===== src/logic/uems_consts.svh =====
// Offsets, field positions and reset values of the uncorrectable error bank
`ifndef UEMS_CONSTS_SVH
`define UEMS_CONSTS_SVH

`define UEMS_OFS_STATUS     12'h104
`define UEMS_OFS_MASK       12'h108
`define UEMS_OFS_SEVERITY   12'h10c

`define UEMS_MASK_RESET     32'h0000_0000
`define UEMS_SEV_RESET      32'h0006_2031
`define UEMS_STATUS_RESET   32'h0000_0000

`define UEMS_RW_BITS        32'h001f_f010
`define UEMS_SEV_FIXED_ONE  32'h0000_0021

`define UEMS_BIT_DLL        4
`define UEMS_BIT_SD         5
`define UEMS_BIT_POISON     12
`define UEMS_BIT_FC         13
`define UEMS_BIT_TIMEOUT    14
`define UEMS_BIT_ABORT      15
`define UEMS_BIT_UNEXP      16
`define UEMS_BIT_OVERRUN    17
`define UEMS_BIT_MALFORMED  18
`define UEMS_BIT_ECRC       19
`define UEMS_BIT_UNSUP      20
`define UEMS_BIT_ACS        21

`define UEMS_PTR_W          5

`endif


===== src/logic/uems_pkg.sv =====
// Types shared by the uncorrectable error bank
package uems_pkg;
    typedef logic [31:0] uems_word_t;
    typedef logic [11:0] uems_addr_t;
    typedef logic [3:0]  uems_be_t;
    typedef logic [4:0]  uems_ptr_t;
endpackage

===== src/logic/uems_bank.sv =====
// Uncorrectable error mask, severity and status register bank
`timescale 1ns/100ps
`include "uems_consts.svh"
module uems_bank
    import uems_pkg::*;
(
    input  wire logic       i_clk,
    input  wire logic       i_sys_rst,
    input  wire logic       i_link_reset_n,
    input  wire logic       i_global_reset_input_n,
    input  wire uems_addr_t i_cfg_addr,
    input  wire logic       i_cfg_wr,
    input  wire logic       i_cfg_rd,
    input  wire uems_be_t   i_cfg_be,
    input  wire uems_word_t i_cfg_wdata,
    input  wire uems_word_t i_err_event,
    output uems_word_t      o_cfg_rdata,
    output logic            o_cfg_rvalid,
    output logic            o_err_fatal_msg,
    output logic            o_err_nonfatal_msg,
    output logic            o_hdr_log_load,
    output uems_ptr_t       o_first_err_ptr
);

    ////////////////////////////////////////////////////////////////////////////
    // Reset pin synchronisers

    logic [1:0] link_sync_reg;
    logic [1:0] global_reset_input_sync_reg;
    logic       bank_rst;

    always_ff @(posedge i_clk) begin
        if (i_sys_rst) begin
            link_sync_reg <= 2'h0;
        end else begin
            link_sync_reg <= {link_sync_reg[0], i_link_reset_n};
        end
    end

    always_ff @(posedge i_clk) begin
        if (i_sys_rst) begin
            global_reset_input_sync_reg <= 2'h0;
        end else begin
            global_reset_input_sync_reg <= {global_reset_input_sync_reg[0], i_global_reset_input_n};
        end
    end

    assign bank_rst = i_sys_rst | ~link_sync_reg[1] | ~global_reset_input_sync_reg[1];

    ////////////////////////////////////////////////////////////////////////////
    // Address decode

    logic       hit_status;
    logic       hit_mask;
    logic       hit_sev;
    logic       wr_mask;
    logic       wr_sev;
    logic       wr_status;
    uems_word_t lane_en;

    assign hit_status = (i_cfg_addr == `UEMS_OFS_STATUS);
    assign hit_mask   = (i_cfg_addr == `UEMS_OFS_MASK);
    assign hit_sev    = (i_cfg_addr == `UEMS_OFS_SEVERITY);
    assign lane_en    = {{8{i_cfg_be[3]}}, {8{i_cfg_be[2]}}, {8{i_cfg_be[1]}}, {8{i_cfg_be[0]}}};

    assign wr_mask    = i_cfg_wr & hit_mask;
    assign wr_sev     = i_cfg_wr & hit_sev;
    assign wr_status  = i_cfg_wr & hit_status;

    ////////////////////////////////////////////////////////////////////////////
    // Error positions

    uems_word_t mask_bits;
    uems_word_t sev_bits;
    uems_word_t status_bits;
    uems_word_t record_bits;

    for (genvar g = 0; g < 32; g++) begin : g_pos
        localparam uems_word_t RW_BITS  = `UEMS_RW_BITS;
        localparam uems_word_t SEV_INIT = `UEMS_SEV_RESET;
        if (RW_BITS[g]) begin : g_rw
            uems_err_slice #(
                .SEV_RST (SEV_INIT[g])
            ) u_slice (
                .i_clk        (i_clk),
                .i_rst        (bank_rst),
                .i_mask_wr    (wr_mask & lane_en[g]),
                .i_mask_wdata (i_cfg_wdata[g]),
                .i_sev_wr     (wr_sev & lane_en[g]),
                .i_sev_wdata  (i_cfg_wdata[g]),
                .i_stat_clr   (wr_status & lane_en[g] & i_cfg_wdata[g]),
                .i_event      (i_err_event[g]),
                .o_mask       (mask_bits[g]),
                .o_sev        (sev_bits[g]),
                .o_status     (status_bits[g]),
                .o_record     (record_bits[g])
            );
        end else begin : g_ro
            assign mask_bits[g]   = 1'b0;
            assign sev_bits[g]    = SEV_INIT[g];
            assign status_bits[g] = 1'b0;
            assign record_bits[g] = 1'b0;
        end
    end

    ////////////////////////////////////////////////////////////////////////////
    // Error reporting

    uems_ptr_t first_ptr_reg;
    logic      fatal_reg;
    logic      nonfatal_reg;
    logic      hdr_load_reg;
    logic      any_record;
    uems_ptr_t low_index;

    assign any_record = |record_bits;

    // Lowest recorded index wins
    always_comb begin
        low_index = '0;
        for (int i = 31; i >= 0; i--) begin
            if (record_bits[i]) begin
                low_index = uems_ptr_t'(i);
            end
        end
    end

    always_ff @(posedge i_clk) begin
        if (bank_rst) begin
            fatal_reg    <= 1'b0;
            nonfatal_reg <= 1'b0;
        end else begin
            fatal_reg    <= |(record_bits & sev_bits);
            nonfatal_reg <= |(record_bits & ~sev_bits);
        end
    end

    // Log and pointer on unmasked first error
    always_ff @(posedge i_clk) begin
        if (bank_rst) begin
            first_ptr_reg <= '0;
            hdr_load_reg  <= 1'b0;
        end else begin
            hdr_load_reg <= any_record & ~(|status_bits);
            if (any_record && !(|status_bits)) begin
                first_ptr_reg <= low_index;
            end
        end
    end

    assign o_err_fatal_msg    = fatal_reg;
    assign o_err_nonfatal_msg = nonfatal_reg;
    assign o_hdr_log_load     = hdr_load_reg;
    assign o_first_err_ptr    = first_ptr_reg;

    ////////////////////////////////////////////////////////////////////////////
    // Read path

    uems_word_t rdata_reg;
    logic       rvalid_reg;
    uems_word_t rdata_next;

    always_comb begin
        rdata_next = '0;
        case (i_cfg_addr)
            `UEMS_OFS_STATUS: begin
                rdata_next = status_bits;
            end
            `UEMS_OFS_MASK: begin
                rdata_next = mask_bits;
            end
            `UEMS_OFS_SEVERITY: begin
                rdata_next = sev_bits;
            end
            default: begin
                rdata_next = '0;
            end
        endcase
    end

    // Read answer one cycle later
    always_ff @(posedge i_clk) begin
        if (i_sys_rst) begin
            rdata_reg  <= '0;
            rvalid_reg <= 1'b0;
        end else begin
            rvalid_reg <= i_cfg_rd;
            if (i_cfg_rd) begin
                rdata_reg <= rdata_next;
            end
        end
    end

    assign o_cfg_rdata  = rdata_reg;
    assign o_cfg_rvalid = rvalid_reg;

endmodule // uems_bank


===== src/logic/uems_err_slice.sv =====
// One error position: mask, severity and sticky status bit
`timescale 1ns/100ps
module uems_err_slice #(
    parameter bit SEV_RST = 1'b0
) (
    input  wire logic i_clk,
    input  wire logic i_rst,
    input  wire logic i_mask_wr,
    input  wire logic i_mask_wdata,
    input  wire logic i_sev_wr,
    input  wire logic i_sev_wdata,
    input  wire logic i_stat_clr,
    input  wire logic i_event,
    output logic      o_mask,
    output logic      o_sev,
    output logic      o_status,
    output logic      o_record
);
    logic mask_reg;
    logic sev_reg;
    logic status_reg;

    always_ff @(posedge i_clk) begin
        if (i_rst) begin
            mask_reg <= 1'b0;
        end else if (i_mask_wr) begin
            mask_reg <= i_mask_wdata;
        end
    end

    always_ff @(posedge i_clk) begin
        if (i_rst) begin
            sev_reg <= SEV_RST;
        end else if (i_sev_wr) begin
            sev_reg <= i_sev_wdata;
        end
    end

    assign o_record = i_event & ~mask_reg;

    always_ff @(posedge i_clk) begin
        if (i_rst) begin
            status_reg <= 1'b0;
        end else if (o_record) begin
            status_reg <= 1'b1;
        end else if (i_stat_clr) begin
            status_reg <= 1'b0;
        end
    end

    assign o_mask   = mask_reg;
    assign o_sev    = sev_reg;
    assign o_status = status_reg;
endmodule // uems_err_slice


===== config.mk =====
export PLATFORM = sky130hd
export DESIGN_NAME = uems_bank
export DESIGN_NICKNAME = d
export VERILOG_FILES = /design/src/logic/uems_pkg.sv /design/src/logic/uems_bank.sv /design/src/logic/uems_err_slice.sv
export VERILOG_INCLUDE_DIRS = /design/src /design/src/logic
export SDC_FILE = /design/constraint.sdc
export NUM_CORES = 1
export LEC_CHECK = 0
export ABC_AREA = 0
export BUFFER_PORTS_ARGS = -buffer_cell sky130_fd_sc_hd__buf_2
export CAP_MARGIN = 20
export CORE_UTILIZATION = 50
export DETAILED_ROUTE_END_ITERATION = 10
export PLACE_DENSITY = 0.86
export SETUP_SLACK_MARGIN = 0.05
export SYNTH_ARGS = -nofsm -noshare
export SYNTH_HDL_FRONTEND = slang
export SYNTH_HIERARCHICAL = 1
export SYNTH_SLANG_ARGS = --single-unit

===== constraint.sdc =====
create_clock -name i_clk -period 4.13 [get_ports i_clk]
set_input_delay 0.6195 -clock i_clk [delete_from_list [all_inputs] [get_ports i_clk]]
set_output_delay 0.6195 -clock i_clk [all_outputs]
set_load 0.03 [all_outputs]

---- Word-level counts from Yosys, hierarchy flattened ----
Cells that the tools add are included.
word-level totals
  output and inout bits ................... 41
  bits of input ports ..................... 86
  register bits after elaboration ......... 75
cells by class
  mux-type cells .......................... 31
  reduce and logical (&&, ||, !) cells .... 16
  eq/ne operators ......................... 3
  bitwise gates (word level) .............. 51
operators with widths
  cell                                                              number
  32-bit OR reduction                                               2
  21-bit one-hot mux with 3 select lines                            1
  5-bit two-way mux                                                 10
  12-bit by 9-bit == test with 1-bit output, second input constant  3
  1-bit bitwise AND                                                 33
  21-bit by 32-bit bitwise AND with 32-bit output                   1
  21-bit NOT with 32-bit output                                     1
  21-bit bitwise AND                                                1
  1-bit two-way mux                                                 20
  2-bit nonzero test                                                10
  10-bit OR reduction                                               2
  1-bit NOT                                                         13
  1-bit bitwise OR                                                  2
  1-bit logical AND                                                 1
  1-bit logical NOT                                                 1

---- Depth between registers and ports, before layout ----
Gate-level depths: netlist (run 1).
  word-level depth ........................ 12
  gate-level depth with buffers ........... 6
  mapped depth without buffers ............ 6

---- By module ----
Netlist (run 1), hierarchy kept.
modules (own cells, without submodules)
  module                                        area an instance (um2)  cells each  sequential area each (um2)  instances
  uems_bank                                     1,468.9                 177         480.5                       1
  uems_err_slice at g_pos[12].g_rw.u_slice ...  117.6                   10          60.1                        6
  uems_err_slice at g_pos[13].g_rw.u_slice ...  118.9                   10          60.1                        4

---- Worst setup path after synthesis (run 1) ----
Ideal clock, no wire load.
  path type ............................... input to register
  from .................................... input i_cfg_addr[1]
  to ...................................... register g_pos[17].g_rw.u_slice.sev_reg
  buffers on the path ..................... 1
  arrival ................................. 2.102 ns
  data required time ...................... 4.010 ns
  library setup time ...................... 0.120 ns
  setup slack ............................. 1.908 ns
  stages on the path ...................... 6
  path through ............................ nor4bb_1 > clkbuf_1 > nand2_1 > nor2_1 > nor2b_1 > a211o_1
between the ends
  word-level cells in the longest chain between the ends .. 3
RTL lines
  element                                    line                  RTL
  from (decl)                                uems_bank.sv:11       input wire uems_addr_t i_cfg_addr,
  12-bit by 9-bit == test with 1-bit output  --
  1-bit bitwise AND                          uems_bank.sv:67       assign wr_sev = i_cfg_wr & hit_sev;
  1-bit bitwise AND                          uems_bank.sv:89       .i_sev_wr (wr_sev & lane_en[g]),
  to (signal assigned)                       uems_err_slice.sv:35  sev_reg <= i_sev_wdata;
  to (decl)                                  uems_err_slice.sv:20  logic sev_reg;
Every way passes these cells.
A chain may end at the register's enable or synchronous reset.

---- Worst setup path after layout (run 1) ----
  from .................................... input i_cfg_addr[9]
  to ...................................... register g_pos[16].g_rw.u_slice.sev_reg
between the ends
  word-level cells in the longest chain between the ends .. 3
RTL lines
  element                                    line
  12-bit by 9-bit == test with 1-bit output  --
  1-bit bitwise AND                          uems_bank.sv:67
  1-bit bitwise AND                          uems_bank.sv:89
  to (signal assigned)                       uems_err_slice.sv:35
  to (decl)                                  uems_err_slice.sv:20
Every way passes these cells.

==> results of run 1 <==
==> cells in the final DEF (no fill, tap or decap), types with 11 or more instances in the layout <==
cell type                 count
sky130_fd_sc_hd__a22oi_1     11
sky130_fd_sc_hd__and2_1      11
sky130_fd_sc_hd__buf_2       61
sky130_fd_sc_hd__conb_1      20
sky130_fd_sc_hd__dfxtp_1     54
sky130_fd_sc_hd__mux2i_1     17
sky130_fd_sc_hd__nor2_1      37
sky130_fd_sc_hd__nor2b_1     21
==> Yosys cell counts, drive strengths merged, types with 3 or more instances <==
cell    number
inv         11
nand2        8
a211o        4
and2        11
a221oi       3
a21oi        5
nor2b       31
nor4         4
buf         21
clkbuf       4
nor4b        4
mux2i       17
a22oi       11
nand3        3
a221o       10
o21ba       10
dfxtp       54
nor3         3
o22ai        4
nor2        37
a211oi       3
==> worst reg2reg max path: cells and delay by family (launching register included) <==
kind / cells / cell delay, ns
DFF: 1 / 0.43
muxes: 1 / 0.31
and+or+nand+nor: 3 / 0.80
AOI/OAI and AO/OA: 1 / 0.25
==> final cells by class <==
cell class              instances  area [µm²]  area share, %
repair buffers                 63         320           10.5
multi-input cells             206        1430           46.7
clock buffers                   6        82.6           2.71
well taps                      70        87.6           2.87
clock inverters                 2        12.5          0.410
flip-flops and latches         54        1080           35.4
inverters                      11        41.3           1.35
==> report_power, final <==
part | switching, mW | total, mW | leakage [nW] | internal (mW)
Clock | 0.166 | 0.301 | 0.0472 | 0.135
Combinational | 0.0588 | 0.0911 | 0.897 | 0.0323
Sequential | 0.000830 | 0.524 | 0.436 | 0.523
Total | 0.226 | 0.916 | 1.38 | 0.690
==> metal layers <==
metal  global-route usage (%)  share of wire (%)  vias to the layer above  routed length (µm)
li1                         -                  -                     1083                   -
met1                     28.9                 44                     1036                2630
met2                     34.4                 48                       83                2830
met3                     5.09                6.3                        9                 371
met4                     7.97                1.7                        0                  98
met5                        0                  0                        -                   0
==> worst min path at each step <==
stage                     cells past startpoint                      startpoint                        endpoint  slack [ns]
after CTS                                     1                link_sync_reg[0]                link_sync_reg[1]        0.45
after floorplan                               1  global_reset_input_sync_reg[0]  global_reset_input_sync_reg[1]        0.41
after global routing                          1                link_sync_reg[0]                link_sync_reg[1]        0.48
after global placement                        1  global_reset_input_sync_reg[0]  global_reset_input_sync_reg[1]        0.42
after detailed placement                      1                link_sync_reg[0]                link_sync_reg[1]        0.43
final                                         1                link_sync_reg[0]                link_sync_reg[1]        0.44
==> metrics by stage <==
step,setup slack (ns),std cells,power (mW),hold WS [ns],area (µm²)
after global placement,1.64,404,0.624,0.423,2960
after CTS,1.92,412,0.916,0.448,3050
after global routing,1.75,412,0.952,0.484,3050
final,1.92,412,0.916,0.443,3050
after detailed placement,1.64,404,0.626,0.426,2960
after floorplan,1.91,296,0.609,0.414,2720
==> cells by family after synthesis <==
| family | after synthesis | synth area share, % |
|---|---|---|
| mux | 18 | 6.99 |
| simple gates | 108 | 25.2 |
| other cells | 1 | 0.142 |
| compound gates | 60 | 18.8 |
| buf+inv | 36 | 8.07 |
| flops | 54 | 40.8 |
==> parameters.txt, run 1 <==
Parameter                              Value

Outcome
  Status ... finished clean

Die
  Initial cell density of the core ... 51.9%
  Placeable core region ... 0.00511 mm²
  Total die area ... 0.00560 mm²
  Die Y ... 74.8 µm
  I/O pin count ... 127
  Die boundary width ... 74.8 µm
  Site row count ... 26

Setup path
  Maximum fanout encountered on the critical timing path ... 7
  Family of cells with the greatest summed delay on the critical path ... simple AND/OR/NAND/NOR gates
  Number of cells on the worst reg-to-reg path ... 5
  Critical Path Source Type ... input port
  Worst setup path startpoint ... i_cfg_addr[9]
  Critical path depth ... 7
  Maximum single-stage delay on the critical path ... 0.51 ns
  Worst setup endpoint ... g_pos[16].g_rw.u_slice/o_sev
  Register-to-Register Setup Slack ... 2.24 ns
  Crit. End Element ... flip-flop
  Terminus of the critical flop-to-flop path ... o_first_err_ptr[0]
  WP data required ... 4.30 ns
  Most frequent CP cell ... sky130_fd_sc_hd__nor2_1
  R2r startpoint ... g_pos[13].g_rw.u_slice/o_mask
  Buffers and inverters on the worst path ... 1
  Arrival time of data at the critical path endpoint ... 2.38 ns
  Type of the worst setup path ... input port to flip-flop
  Series of cell instances along the critical path ... buf_2 -> nor4b_1 -> and2_1 -> nand2_1 -> nor2_1 -> mux2i_1 -> nor2_1
  Slowest library cell on the worst path ... sky130_fd_sc_hd__nor2_1

Route
  Total via count in the routed design ... 2211
  Drt pass-1 iters ... 4
  Number of antenna-violating nets in the routed design ... 0
  Final routed wirelength across all metal layers ... 5.93 mm
  Routed len/inst ... 14.4 µm
  Violation count after the first detailed-routing iteration ... 149
  Drt drc ... 0
  Via density per instance ... 5.37

Final layout
  Flip-flop count of the largest register after layout ... 11
  Count of inserted antenna diode cells ... 0
  Number of fill cells in the layout ... 461
  Fraction of layout instances using a drive strength above 1 ... 25.1%
  Fraction of the core area covered by cells at the end of the flow ... 59.8%
  Synth-to-layout area growth ... 15.2%
  Final net count ... 427

STA
  Relative slew slack ... 47.6%
  Hold Fails Final Rpt ... 0
  Post-route fraction of the period consumed by the critical path ... 53.5%
  Sum Neg Setup Slack ... 0 ns
  Highest Clock Rate ... 453 MHz
  RSZ-0062 raised after global routing ... no
  Setup violators final ... 0
  Transition time at the pin with the least slew margin ... 0.786 ns
  Worst clock skew ... 0.00595 ns
  Final period demand of the worst path ... 2.21 ns
  Final Max Tran Viols ... 0

Synthesis
  Number of register bits inferred by synthesis ... 54
  Number of synthesis warnings ... 6
  Portion of the post-synthesis area used by sequential elements ... 40.8%
  Most frequently used flop master after synthesis ... sky130_fd_sc_hd__dfxtp_1
  Proportion of synthesized flip-flops having asynchronous set or reset ... 0%
  Count of different cell masters after synthesis ... 41
  Most area-consuming cells after synthesis ... sky130_fd_sc_hd__dfxtp_1 (41%), sky130_fd_sc_hd__mux2i_1 (6.4%), sky130_fd_sc_hd__buf_4 (5.9%)
  Area share of the largest cell type after synthesis ... 40.8%
  Post-synth EDFFs ... 0
  Netlist Area Pre-Place ... 0.00265 mm²
  Per-instance average area after synthesis ... 9.57 µm²
  Synth Instances ... 277
  Cell type contributing the most total cell area after synthesis ... sky130_fd_sc_hd__dfxtp_1

Placed design
  Port Buffer Count ... 61
  Placer Congestion ... 0.910
  Half-perimeter wire length of the detailed placement result ... 4.54 mm

Clock network
  Buffers inserted by post-CTS timing repair ... 0
  CTS Root Buffer Type ... sky130_fd_sc_hd__clkbuf_8
  Clock Sinks ... 54
  Buffers from clock root to sink, at most ... 2
  Clock slew at the register clock pins of the worst setup and hold paths ... 0.09 ns
  TritonCTS Buffers ... 5
  Htree depth ... 2
  CTS tree ... built
  Number of gates resized after CTS ... 0
  # hold bufs at CTS ... 0
  Clock Latency Late Sink ... 0.31 ns

Global routing
  Total routing usage reported by global routing ... 21.7%
  Initial antenna violation count ... 0
  First-pass GRT wire length ... 9.26 mm
  Pin count of the biggest net entering global routing ... 38
  Vias in the first global route ... 2004
  Gr ovfl total ... 0

Min path
  Worst min-delay path class ... flip-flop to flip-flop

Flow run
  Number of violations of the max-capacitance limit ... 0

Pwr
  Power per cell area ... 300 mW/mm²
  Leakage power summed over all cells ... 1.38 nW
  Peak supply drop ... 0.190 mV
No activity file was read; power rests on OpenSTA's default activity.
==> run 2, diff against run 1 <==
--- a/config.mk
+++ b/config.mk
@@ -9,9 +9,9 @@
 export ABC_AREA = 0
 export BUFFER_PORTS_ARGS = -buffer_cell sky130_fd_sc_hd__buf_2
 export CAP_MARGIN = 20
-export CORE_UTILIZATION = 50
+export CORE_UTILIZATION = 46
 export DETAILED_ROUTE_END_ITERATION = 10
-export PLACE_DENSITY = 0.86
+export PLACE_DENSITY = 0.8
 export SETUP_SLACK_MARGIN = 0.05
 export SYNTH_ARGS = -nofsm -noshare
 export SYNTH_HDL_FRONTEND = slang
==> constraint.sdc (replaced) <==
create_clock -name i_clk -period 2.24 [get_ports i_clk]
set_input_delay 0.336 -clock i_clk [delete_from_list [all_inputs] [get_ports i_clk]]
set_output_delay 0.336 -clock i_clk [all_outputs]
set_load 0.03 [all_outputs]
==> run 2 against run 1 <==
Effect of this change: worst setup slack got worse by 1.5 ns; first-iteration DRC count increased by 5.4%; highest routed layer unchanged; clock skew decreased by 0.0027 ns; sequential power increased by 84%; non-clock buffer count increased by 5; design area increased by 1.9%; critical path type is now flip-flop to flip-flop; die area increased by 8.5%; global-route usage decreased by 2.0 points; core utilization decreased by 3.6 points; final cell count increased by 1.5%; sequential share of layout area decreased by 0.66 points.
==> parameters.txt, run 2 (synthesis gave the netlist of run 1 again) <==
Parameter                              Value

Clock network
  Clock slew at the register clock pins of the worst setup and hold paths ... 0.09 ns (about the same)
  TritonCTS Buffers ... 5 (unchanged)
  # hold bufs at CTS ... 0 (unchanged)
  Htree depth ... 2 (unchanged)
  Clock Sinks ... 54 (unchanged)
  CTS tree ... built
  Clock Latency Late Sink ... 0.30 ns (about the same)
  CTS Root Buffer Type ... sky130_fd_sc_hd__clkbuf_8
  Buffers from clock root to sink, at most ... 2 (unchanged)
  Number of gates resized after CTS ... 0 (unchanged)
  Buffers inserted by post-CTS timing repair ... 0 (unchanged)

Final layout
  Commonest non-fill, non-tap cells in the layout ... sky130_fd_sc_hd__buf_2 (61), sky130_fd_sc_hd__dfxtp_1 (54), sky130_fd_sc_hd__nor2_1 (37)
  Final design area excluding fillers ... 0.00311 mm² (+1.9%)
  Flip-flop count of the largest register after layout ... 11 (unchanged)
  Synth-to-layout area growth ... 17.3%
  Most common cell after layout, fill and taps aside ... sky130_fd_sc_hd__buf_2
  Fraction of the core area covered by cells at the end of the flow ... 56.1% (-3.6 points)
  Final std cells w/o fill ... 418 (+1.5%)
  Fraction of layout instances using a drive strength above 1 ... 26.0% (+0.87 points)
  Count of inserted antenna diode cells ... 0 (unchanged)
  Final net count ... 432 (+1.2%)

Global routing
  Gr ovfl total ... 0 (unchanged)
  Vias in the first global route ... 1974 (-1.5%)
  Pin count of the biggest net entering global routing ... 33 (-13%)
  First-pass GRT wire length ... 9.43 mm (+1.9%)
  Initial antenna violation count ... 0 (unchanged)
  Total routing usage reported by global routing ... 19.7% (-2.0 points)

Setup path
  Critical Path Source Type ... flip-flop
  Type of the worst setup path ... flip-flop to flip-flop
  Worst setup endpoint ... o_first_err_ptr[0]
  Worst setup path startpoint ... g_pos[17].g_rw.u_slice/o_status
  Number of cells on the worst reg-to-reg path ... 4 (-1)
  Buffers and inverters on the worst path ... 0 (-1)
  Maximum single-stage delay on the critical path ... 0.54 ns (+0.03 ns)
  Maximum fanout encountered on the critical timing path ... 7 (unchanged)
  WP data required ... 2.43 ns (-1.87 ns)
  Crit. End Element ... flip-flop
  Terminus of the critical flop-to-flop path ... o_first_err_ptr[0]
  Family of cells with the greatest summed delay on the critical path ... simple AND/OR/NAND/NOR gates
  Slowest library cell on the worst path ... sky130_fd_sc_hd__or4_4
  Critical path depth ... 4 (-3)
  Register-to-Register Setup Slack ... 0.38 ns (-1.86 ns)
  R2r startpoint ... g_pos[17].g_rw.u_slice/o_status
  Series of cell instances along the critical path ... or4_4 -> nor4_4 -> o21ai_2 -> mux2_4
  Arrival time of data at the critical path endpoint ... 2.05 ns (-0.33 ns)

Die
  Die boundary width ... 77.9 µm (+4.1%)
  I/O pin count ... 127 (unchanged)
  Site row count ... 27 (+3.8%)
  Placeable core region ... 0.00554 mm² (+8.5%)
  Die Y ... 77.9 µm (+4.1%)
  Initial cell density of the core ... 47.8% (-4.1 points)
  Total die area ... 0.00607 mm² (+8.5%)

Placed design
  Port Buffer Count ... 61 (unchanged)
  Half-perimeter wire length of the detailed placement result ... 4.60 mm (+1.3%)
  Placed Cells ... 411 (+1.7%)
  Area after detailed placement ... 0.00300 mm² (+1.4%)
  Post-Place Setup Slack ... 0.190 ns (-1.45 ns)
  Placer Congestion ... 0.881 (-3.2%)

Route
  Violation count after the first detailed-routing iteration ... 157 (+5.4%)
  Total via count in the routed design ... 2216 (+0.23%)
  Routed len/inst ... 14.0 µm (-2.4%)
  Final routed wirelength across all metal layers ... 5.87 mm (-0.93%)
  Drt drc ... 0 (unchanged)
  Number of antenna-violating nets in the routed design ... 0 (unchanged)
  Via density per instance ... 5.30 (-1.2%)
  Drt pass-1 iters ... 5 (+1)

Pwr
  Power per cell area ... 575 mW/mm² (+92%)
  Power after layout ... 1.79 mW (+95%)
  Peak supply drop ... 0.231 mV (+22%)
  Leakage power summed over all cells ... 1.42 nW (+2.6%)

STA
  Sum Neg Setup Slack ... 0 ns (unchanged)
  Hold Fails Final Rpt ... 0 (unchanged)
  Transition time at the pin with the least slew margin ... 0.741 ns (-0.0451 ns)
  Worst clock skew ... 0.00325 ns (-0.00270 ns)
  Setup violators final ... 0 (unchanged)
  Highest Clock Rate ... 539 MHz
  Post-route fraction of the period consumed by the critical path ... 82.8%
  RSZ-0062 raised after global routing ... no
  Hold slack final ... 0.243 ns (-0.199 ns)
  Final Max Tran Viols ... 0 (unchanged)
  Final Worst Setup Slack ... 0.385 ns (-1.54 ns)
  Relative slew slack ... 50.6% (+3.0 points)
  Final period demand of the worst path ... 1.86 ns

Min path
  Worst min-delay path class ... input port to flip-flop

Outcome
  Status ... finished clean

Flow run
  Number of violations of the max-capacitance limit ... 0 (unchanged)
run 2: cell count changes in the layout (fill, tap and decap cells not counted):
cell | previous run | this run
sky130_fd_sc_hd__clkinv_2 | 1 | 0
sky130_fd_sc_hd__bufinv_16 | 0 | 1
sky130_fd_sc_hd__buf_4 | 2 | 7
sky130_fd_sc_hd__clkinvlp_4 | 1 | 0
run 2: layout make-up:
class | instances | area (µm²)
Tap cell | 72 | 90.1
Sequential cell | 54 | 1080
Multi-Input combinational cell | 206 | 1430
Clock buffer | 6 | 82.6
Fill cell | 496 | 2430
Timing Repair Buffer | 68 | 358
Clock inverter | 1 | 30.0
Inverter | 11 | 41.3
run 2: worst min-delay path by stage:
stage                                              start                        endpoint  depth (start not counted)
after floorplan           global_reset_input_sync_reg[0]  global_reset_input_sync_reg[1]                          1
after global routing                      i_link_reset_n                link_sync_reg[0]                          2
final                                     i_link_reset_n                link_sync_reg[0]                          2
after global placement    global_reset_input_sync_reg[0]  global_reset_input_sync_reg[1]                          1
after detailed placement  global_reset_input_sync_reg[0]  global_reset_input_sync_reg[1]                          1
after CTS                                 i_link_reset_n                link_sync_reg[0]                          2
run 2: report_power, final:
| part | internal [mW] | switching (mW) |
|---|---|---|
| Combinational | 0.0601 | 0.108 |
| Sequential | 0.964 | 0.00144 |
| Clock | 0.358 | 0.296 |
run 2: routing by layer:
| metal | wire (µm) | vias up | track usage [%] |
|---|---|---|---|
| met3 | 344 | 10 | 3.41 |
| met4 | 83 | 0 | 3.89 |
| met2 | 2760 | 93 | 33.8 |
| met1 | 2680 | 1026 | 26.0 |
| met5 | 0 | - | 0 |
| li1 | - | 1087 | - |
==> run 3, diff against run 2 <==
--- a/config.mk
+++ b/config.mk
@@ -6,12 +6,12 @@
 export SDC_FILE = /design/constraint.sdc
 export NUM_CORES = 1
 export LEC_CHECK = 0
-export ABC_AREA = 0
+export ABC_AREA = 1
 export BUFFER_PORTS_ARGS = -buffer_cell sky130_fd_sc_hd__buf_2
 export CAP_MARGIN = 20
-export CORE_UTILIZATION = 46
+export CORE_UTILIZATION = 44
 export DETAILED_ROUTE_END_ITERATION = 10
-export PLACE_DENSITY = 0.8
+export PLACE_DENSITY = 0.77
 export SETUP_SLACK_MARGIN = 0.05
 export SYNTH_ARGS = -nofsm -noshare
 export SYNTH_HDL_FRONTEND = slang
==> constraint.sdc (replaced) <==
create_clock -name i_clk -period 1.7 [get_ports i_clk]
set_input_delay 0.255 -clock i_clk [delete_from_list [all_inputs] [get_ports i_clk]]
set_output_delay 0.255 -clock i_clk [all_outputs]
set_load 0.03 [all_outputs]
==> run 3 against run 2 <==
Effect of this change: largest cell class unchanged; core utilization is 3.1 points lower; design area is 16% higher; clock power is 41% higher; final cell count is 46% higher; first-iteration DRC count is 8.9% higher; die area is 22% higher; register-to-register slack worse by 0.12 ns; area after synthesis is 18% higher; highest routed layer unchanged; synthesized cell count is 61% higher.
==> parameters.txt, run 3 <==
Parameter                              Value

Route
  Via density per instance ... 4.74 (-11%)
  Drt pass-1 iters ... 4 (-1)
  Drt drc ... 0 (unchanged)
  Number of antenna-violating nets in the routed design ... 0 (unchanged)
  Routed len/inst ... 11.4 µm (-19%)
  Violation count after the first detailed-routing iteration ... 171 (+8.9%)
  Final routed wirelength across all metal layers ... 6.98 mm (+19%)
  Total via count in the routed design ... 2900 (+31%)

Final layout
  Fraction of the core area covered by cells at the end of the flow ... 53.0% (-3.1 points)
  Commonest non-fill, non-tap cells in the layout ... sky130_fd_sc_hd__inv_1 (81), sky130_fd_sc_hd__nand2_1 (63), sky130_fd_sc_hd__buf_2 (61)
  Footprint of the flip-flops and latches ... 0.00108 mm² (unchanged)
  Flip-flop count of the largest register after layout ... 11 (unchanged)
  Final design area excluding fillers ... 0.00362 mm² (+16%)
  Most common cell after layout, fill and taps aside ... sky130_fd_sc_hd__inv_1
  Area occupied by multi-input gates ... 0.00153 mm² (+7.2%)
  Synth-to-layout area growth ... 16.2%
  Number of fill cells in the layout ... 680 (+37%)
  Final std cells w/o fill ... 612 (+46%)
  Final net count ... 601 (+39%)
  Fraction of layout instances using a drive strength above 1 ... 30.2% (+4.2 points)
  Count of inserted antenna diode cells ... 0 (unchanged)

Synthesis
  Cell type contributing the most total cell area after synthesis ... sky130_fd_sc_hd__dfxtp_1
  Portion of the post-synthesis area used by sequential elements ... 34.7% (-6.1 points)
  Proportion of synthesized flip-flops having asynchronous set or reset ... 0% (unchanged)
  Most area-consuming cells after synthesis ... sky130_fd_sc_hd__dfxtp_1 (35%), sky130_fd_sc_hd__inv_1 (9.8%), sky130_fd_sc_hd__nand2_1 (7.6%)
  Number of synthesis warnings ... 6 (unchanged)
  Per-instance average area after synthesis ... 7.00 µm² (-27%)
  Most frequently used flop master after synthesis ... sky130_fd_sc_hd__dfxtp_1
  Post-synth EDFFs ... 0 (unchanged)
  Netlist Area Pre-Place ... 0.00312 mm² (+18%)
  Count of different cell masters after synthesis ... 28 (-32%)
  Most frequent cell after synthesis ... sky130_fd_sc_hd__inv_1
  Area share of the largest cell type after synthesis ... 34.7% (-6.1 points)
  Top cells by instance count after synthesis ... sky130_fd_sc_hd__inv_1 (81), sky130_fd_sc_hd__nand2_1 (63), sky130_fd_sc_hd__nor2_1 (58)
  Synth Instances ... 445 (+61%)
  Number of register bits inferred by synthesis ... 54 (unchanged)

Clock network
  TritonCTS Buffers ... 5 (unchanged)
  Htree depth ... 2 (unchanged)
  Clock slew at the register clock pins of the worst setup and hold paths ... 0.10 ns (about the same)
  Clock Sinks ... 54 (unchanged)
  Number of gates resized after CTS ... 0 (unchanged)
  Clock Latency Late Sink ... 0.31 ns (about the same)
  # hold bufs at CTS ... 0 (unchanged)
  CTS Root Buffer Type ... sky130_fd_sc_hd__clkbuf_8
  Buffers from clock root to sink, at most ... 2 (unchanged)
  CTS tree ... built
  Buffers inserted by post-CTS timing repair ... 0 (unchanged)

STA
  Final Worst Setup Slack ... 0.263 ns (-0.122 ns)
  Final period demand of the worst path ... 1.44 ns (-0.418 ns)
  Hold slack final ... 0.144 ns (-0.0999 ns)
  RSZ-0062 raised after global routing ... no
  Hold Fails Final Rpt ... 0 (unchanged)
  Highest Clock Rate ... 696 MHz (+29%)
  Worst clock skew ... 0.0114 ns (+0.00819 ns)
  Final Max Tran Viols ... 0 (unchanged)
  Setup violators final ... 0 (unchanged)
  Sum Neg Setup Slack ... 0 ns (unchanged)
  Post-route fraction of the period consumed by the critical path ... 84.5% (+1.7 points)

Setup path
  Arrival time of data at the critical path endpoint ... 1.69 ns (-0.36 ns)
  Type of the worst setup path ... flip-flop to flip-flop
  WP data required ... 1.95 ns (-0.48 ns)
  Terminus of the critical flop-to-flop path ... o_first_err_ptr[3]
  Number of cells on the worst reg-to-reg path ... 9 (+5)
  Worst setup path startpoint ... g_pos[13].g_rw.u_slice/o_mask
  Critical Path Source Type ... flip-flop
  Maximum fanout encountered on the critical timing path ... 3 (-4)
  Register-to-Register Setup Slack ... 0.26 ns (-0.12 ns)
  Crit. End Element ... flip-flop
  R2r startpoint ... g_pos[13].g_rw.u_slice/o_mask
  Worst setup endpoint ... o_first_err_ptr[3]

Placed design
  Port Buffer Count ... 61 (unchanged)
  Area after detailed placement ... 0.00349 mm² (+17%)
  Half-perimeter wire length of the detailed placement result ... 5.48 mm (+19%)
  Placer Congestion ... 0.906 (+2.8%)
  Post-Place Setup Slack ... 0.0277 ns (-0.162 ns)
  Placed Cells ... 604 (+47%)

Global routing
  Initial antenna violation count ... 0 (unchanged)
  Gr ovfl total ... 0 (unchanged)
  Pin count of the biggest net entering global routing ... 32 (-3.0%)
  Total routing usage reported by global routing ... 20.1% (+0.39 points)
  Vias in the first global route ... 2790 (+41%)
  First-pass GRT wire length ... 11.9 mm (+26%)

Pwr
  Power after layout ... 2.45 mW (+37%)
  Leakage power summed over all cells ... 1.71 nW (+21%)
  Peak supply drop ... 0.337 mV (+46%)
  Power per cell area ... 677 mW/mm² (+18%)

Die
  Initial cell density of the core ... 45.6% (-2.2 points)
  Site row count ... 30 (+11%)
  Placeable core region ... 0.00683 mm² (+23%)
  Total die area ... 0.00742 mm² (+22%)
  I/O pin count ... 127 (unchanged)
  Die boundary width ... 86.2 µm (+11%)
  Die Y ... 86.2 µm (+11%)

Min path
  Worst min-delay path class ... input port to flip-flop

Flow run
  Number of violations of the max-capacitance limit ... 0 (unchanged)

Outcome
  Status ... finished clean
## run 3: cells by family after synthesis
group,share of synthesized area [%]
buffers and inverters,19.2
AND/OR/NAND/NOR,32.2
other,0.120
flip-flops,34.7
AO/OA/AOI/OAI,13.8
## run 3: worst min-delay path by stage
| stage | cells past startpoint | endpoint | start | slack [ns] |
|---|---|---|---|---|
| 2_1_floorplan | 2 | global_reset_input_sync_reg[0] | i_global_reset_input_n | 0.36 |
| 3_3_place_gp | 2 | link_sync_reg[1] | link_sync_reg[0] | 0.39 |
| 3_5_place_dp | 2 | link_sync_reg[1] | link_sync_reg[0] | 0.40 |
| 4_1_cts | 3 | global_reset_input_sync_reg[0] | i_global_reset_input_n | 0.14 |
| 5_1_grt | 3 | global_reset_input_sync_reg[0] | i_global_reset_input_n | 0.14 |
| 6_report | 3 | link_sync_reg[0] | i_link_reset_n | 0.14 |
## run 3: cell type report
type	instances	share of cell area, %
Multi-Input combinational cell	288	42.2
Sequential cell	54	29.9
Timing Repair Buffer	73	11.6
Inverter	93	9.64
Tap cell	96	3.32
Clock buffer	6	2.28
Clock inverter	2	1.07
## run 3: worst max-delay path, cell delays in order (launching register included)
cell	delay (ns)
sky130_fd_sc_hd__dfxtp_1	0.39
sky130_fd_sc_hd__inv_1	0.06
sky130_fd_sc_hd__nand2_2	0.07
sky130_fd_sc_hd__inv_1	0.07
sky130_fd_sc_hd__nor3_2	0.22
sky130_fd_sc_hd__nand2_1	0.11
sky130_fd_sc_hd__o21ai_1	0.17
sky130_fd_sc_hd__buf_4	0.14
sky130_fd_sc_hd__nand3_1	0.06
sky130_fd_sc_hd__o21ai_0	0.07
## run 3: per-layer routing
metal	GRT usage (%)	wire length, µm	part of all wire [%]	vias up
li1	-	-	-	1482
met1	24.5	3090	44	1306
met2	35.2	3350	48	99
met3	3.37	369	5.3	13
met4	8.03	177	2.5	0
met5	0	0	0	-
## run 3: where the power goes
group / internal [mW] / switching (mW) / leakage (nW)
Clock: 0.485 / 0.436 / 0.0618
Combinational: 0.0750 / 0.183 / 1.21
Sequential: 1.27 / 0.00209 / 0.436
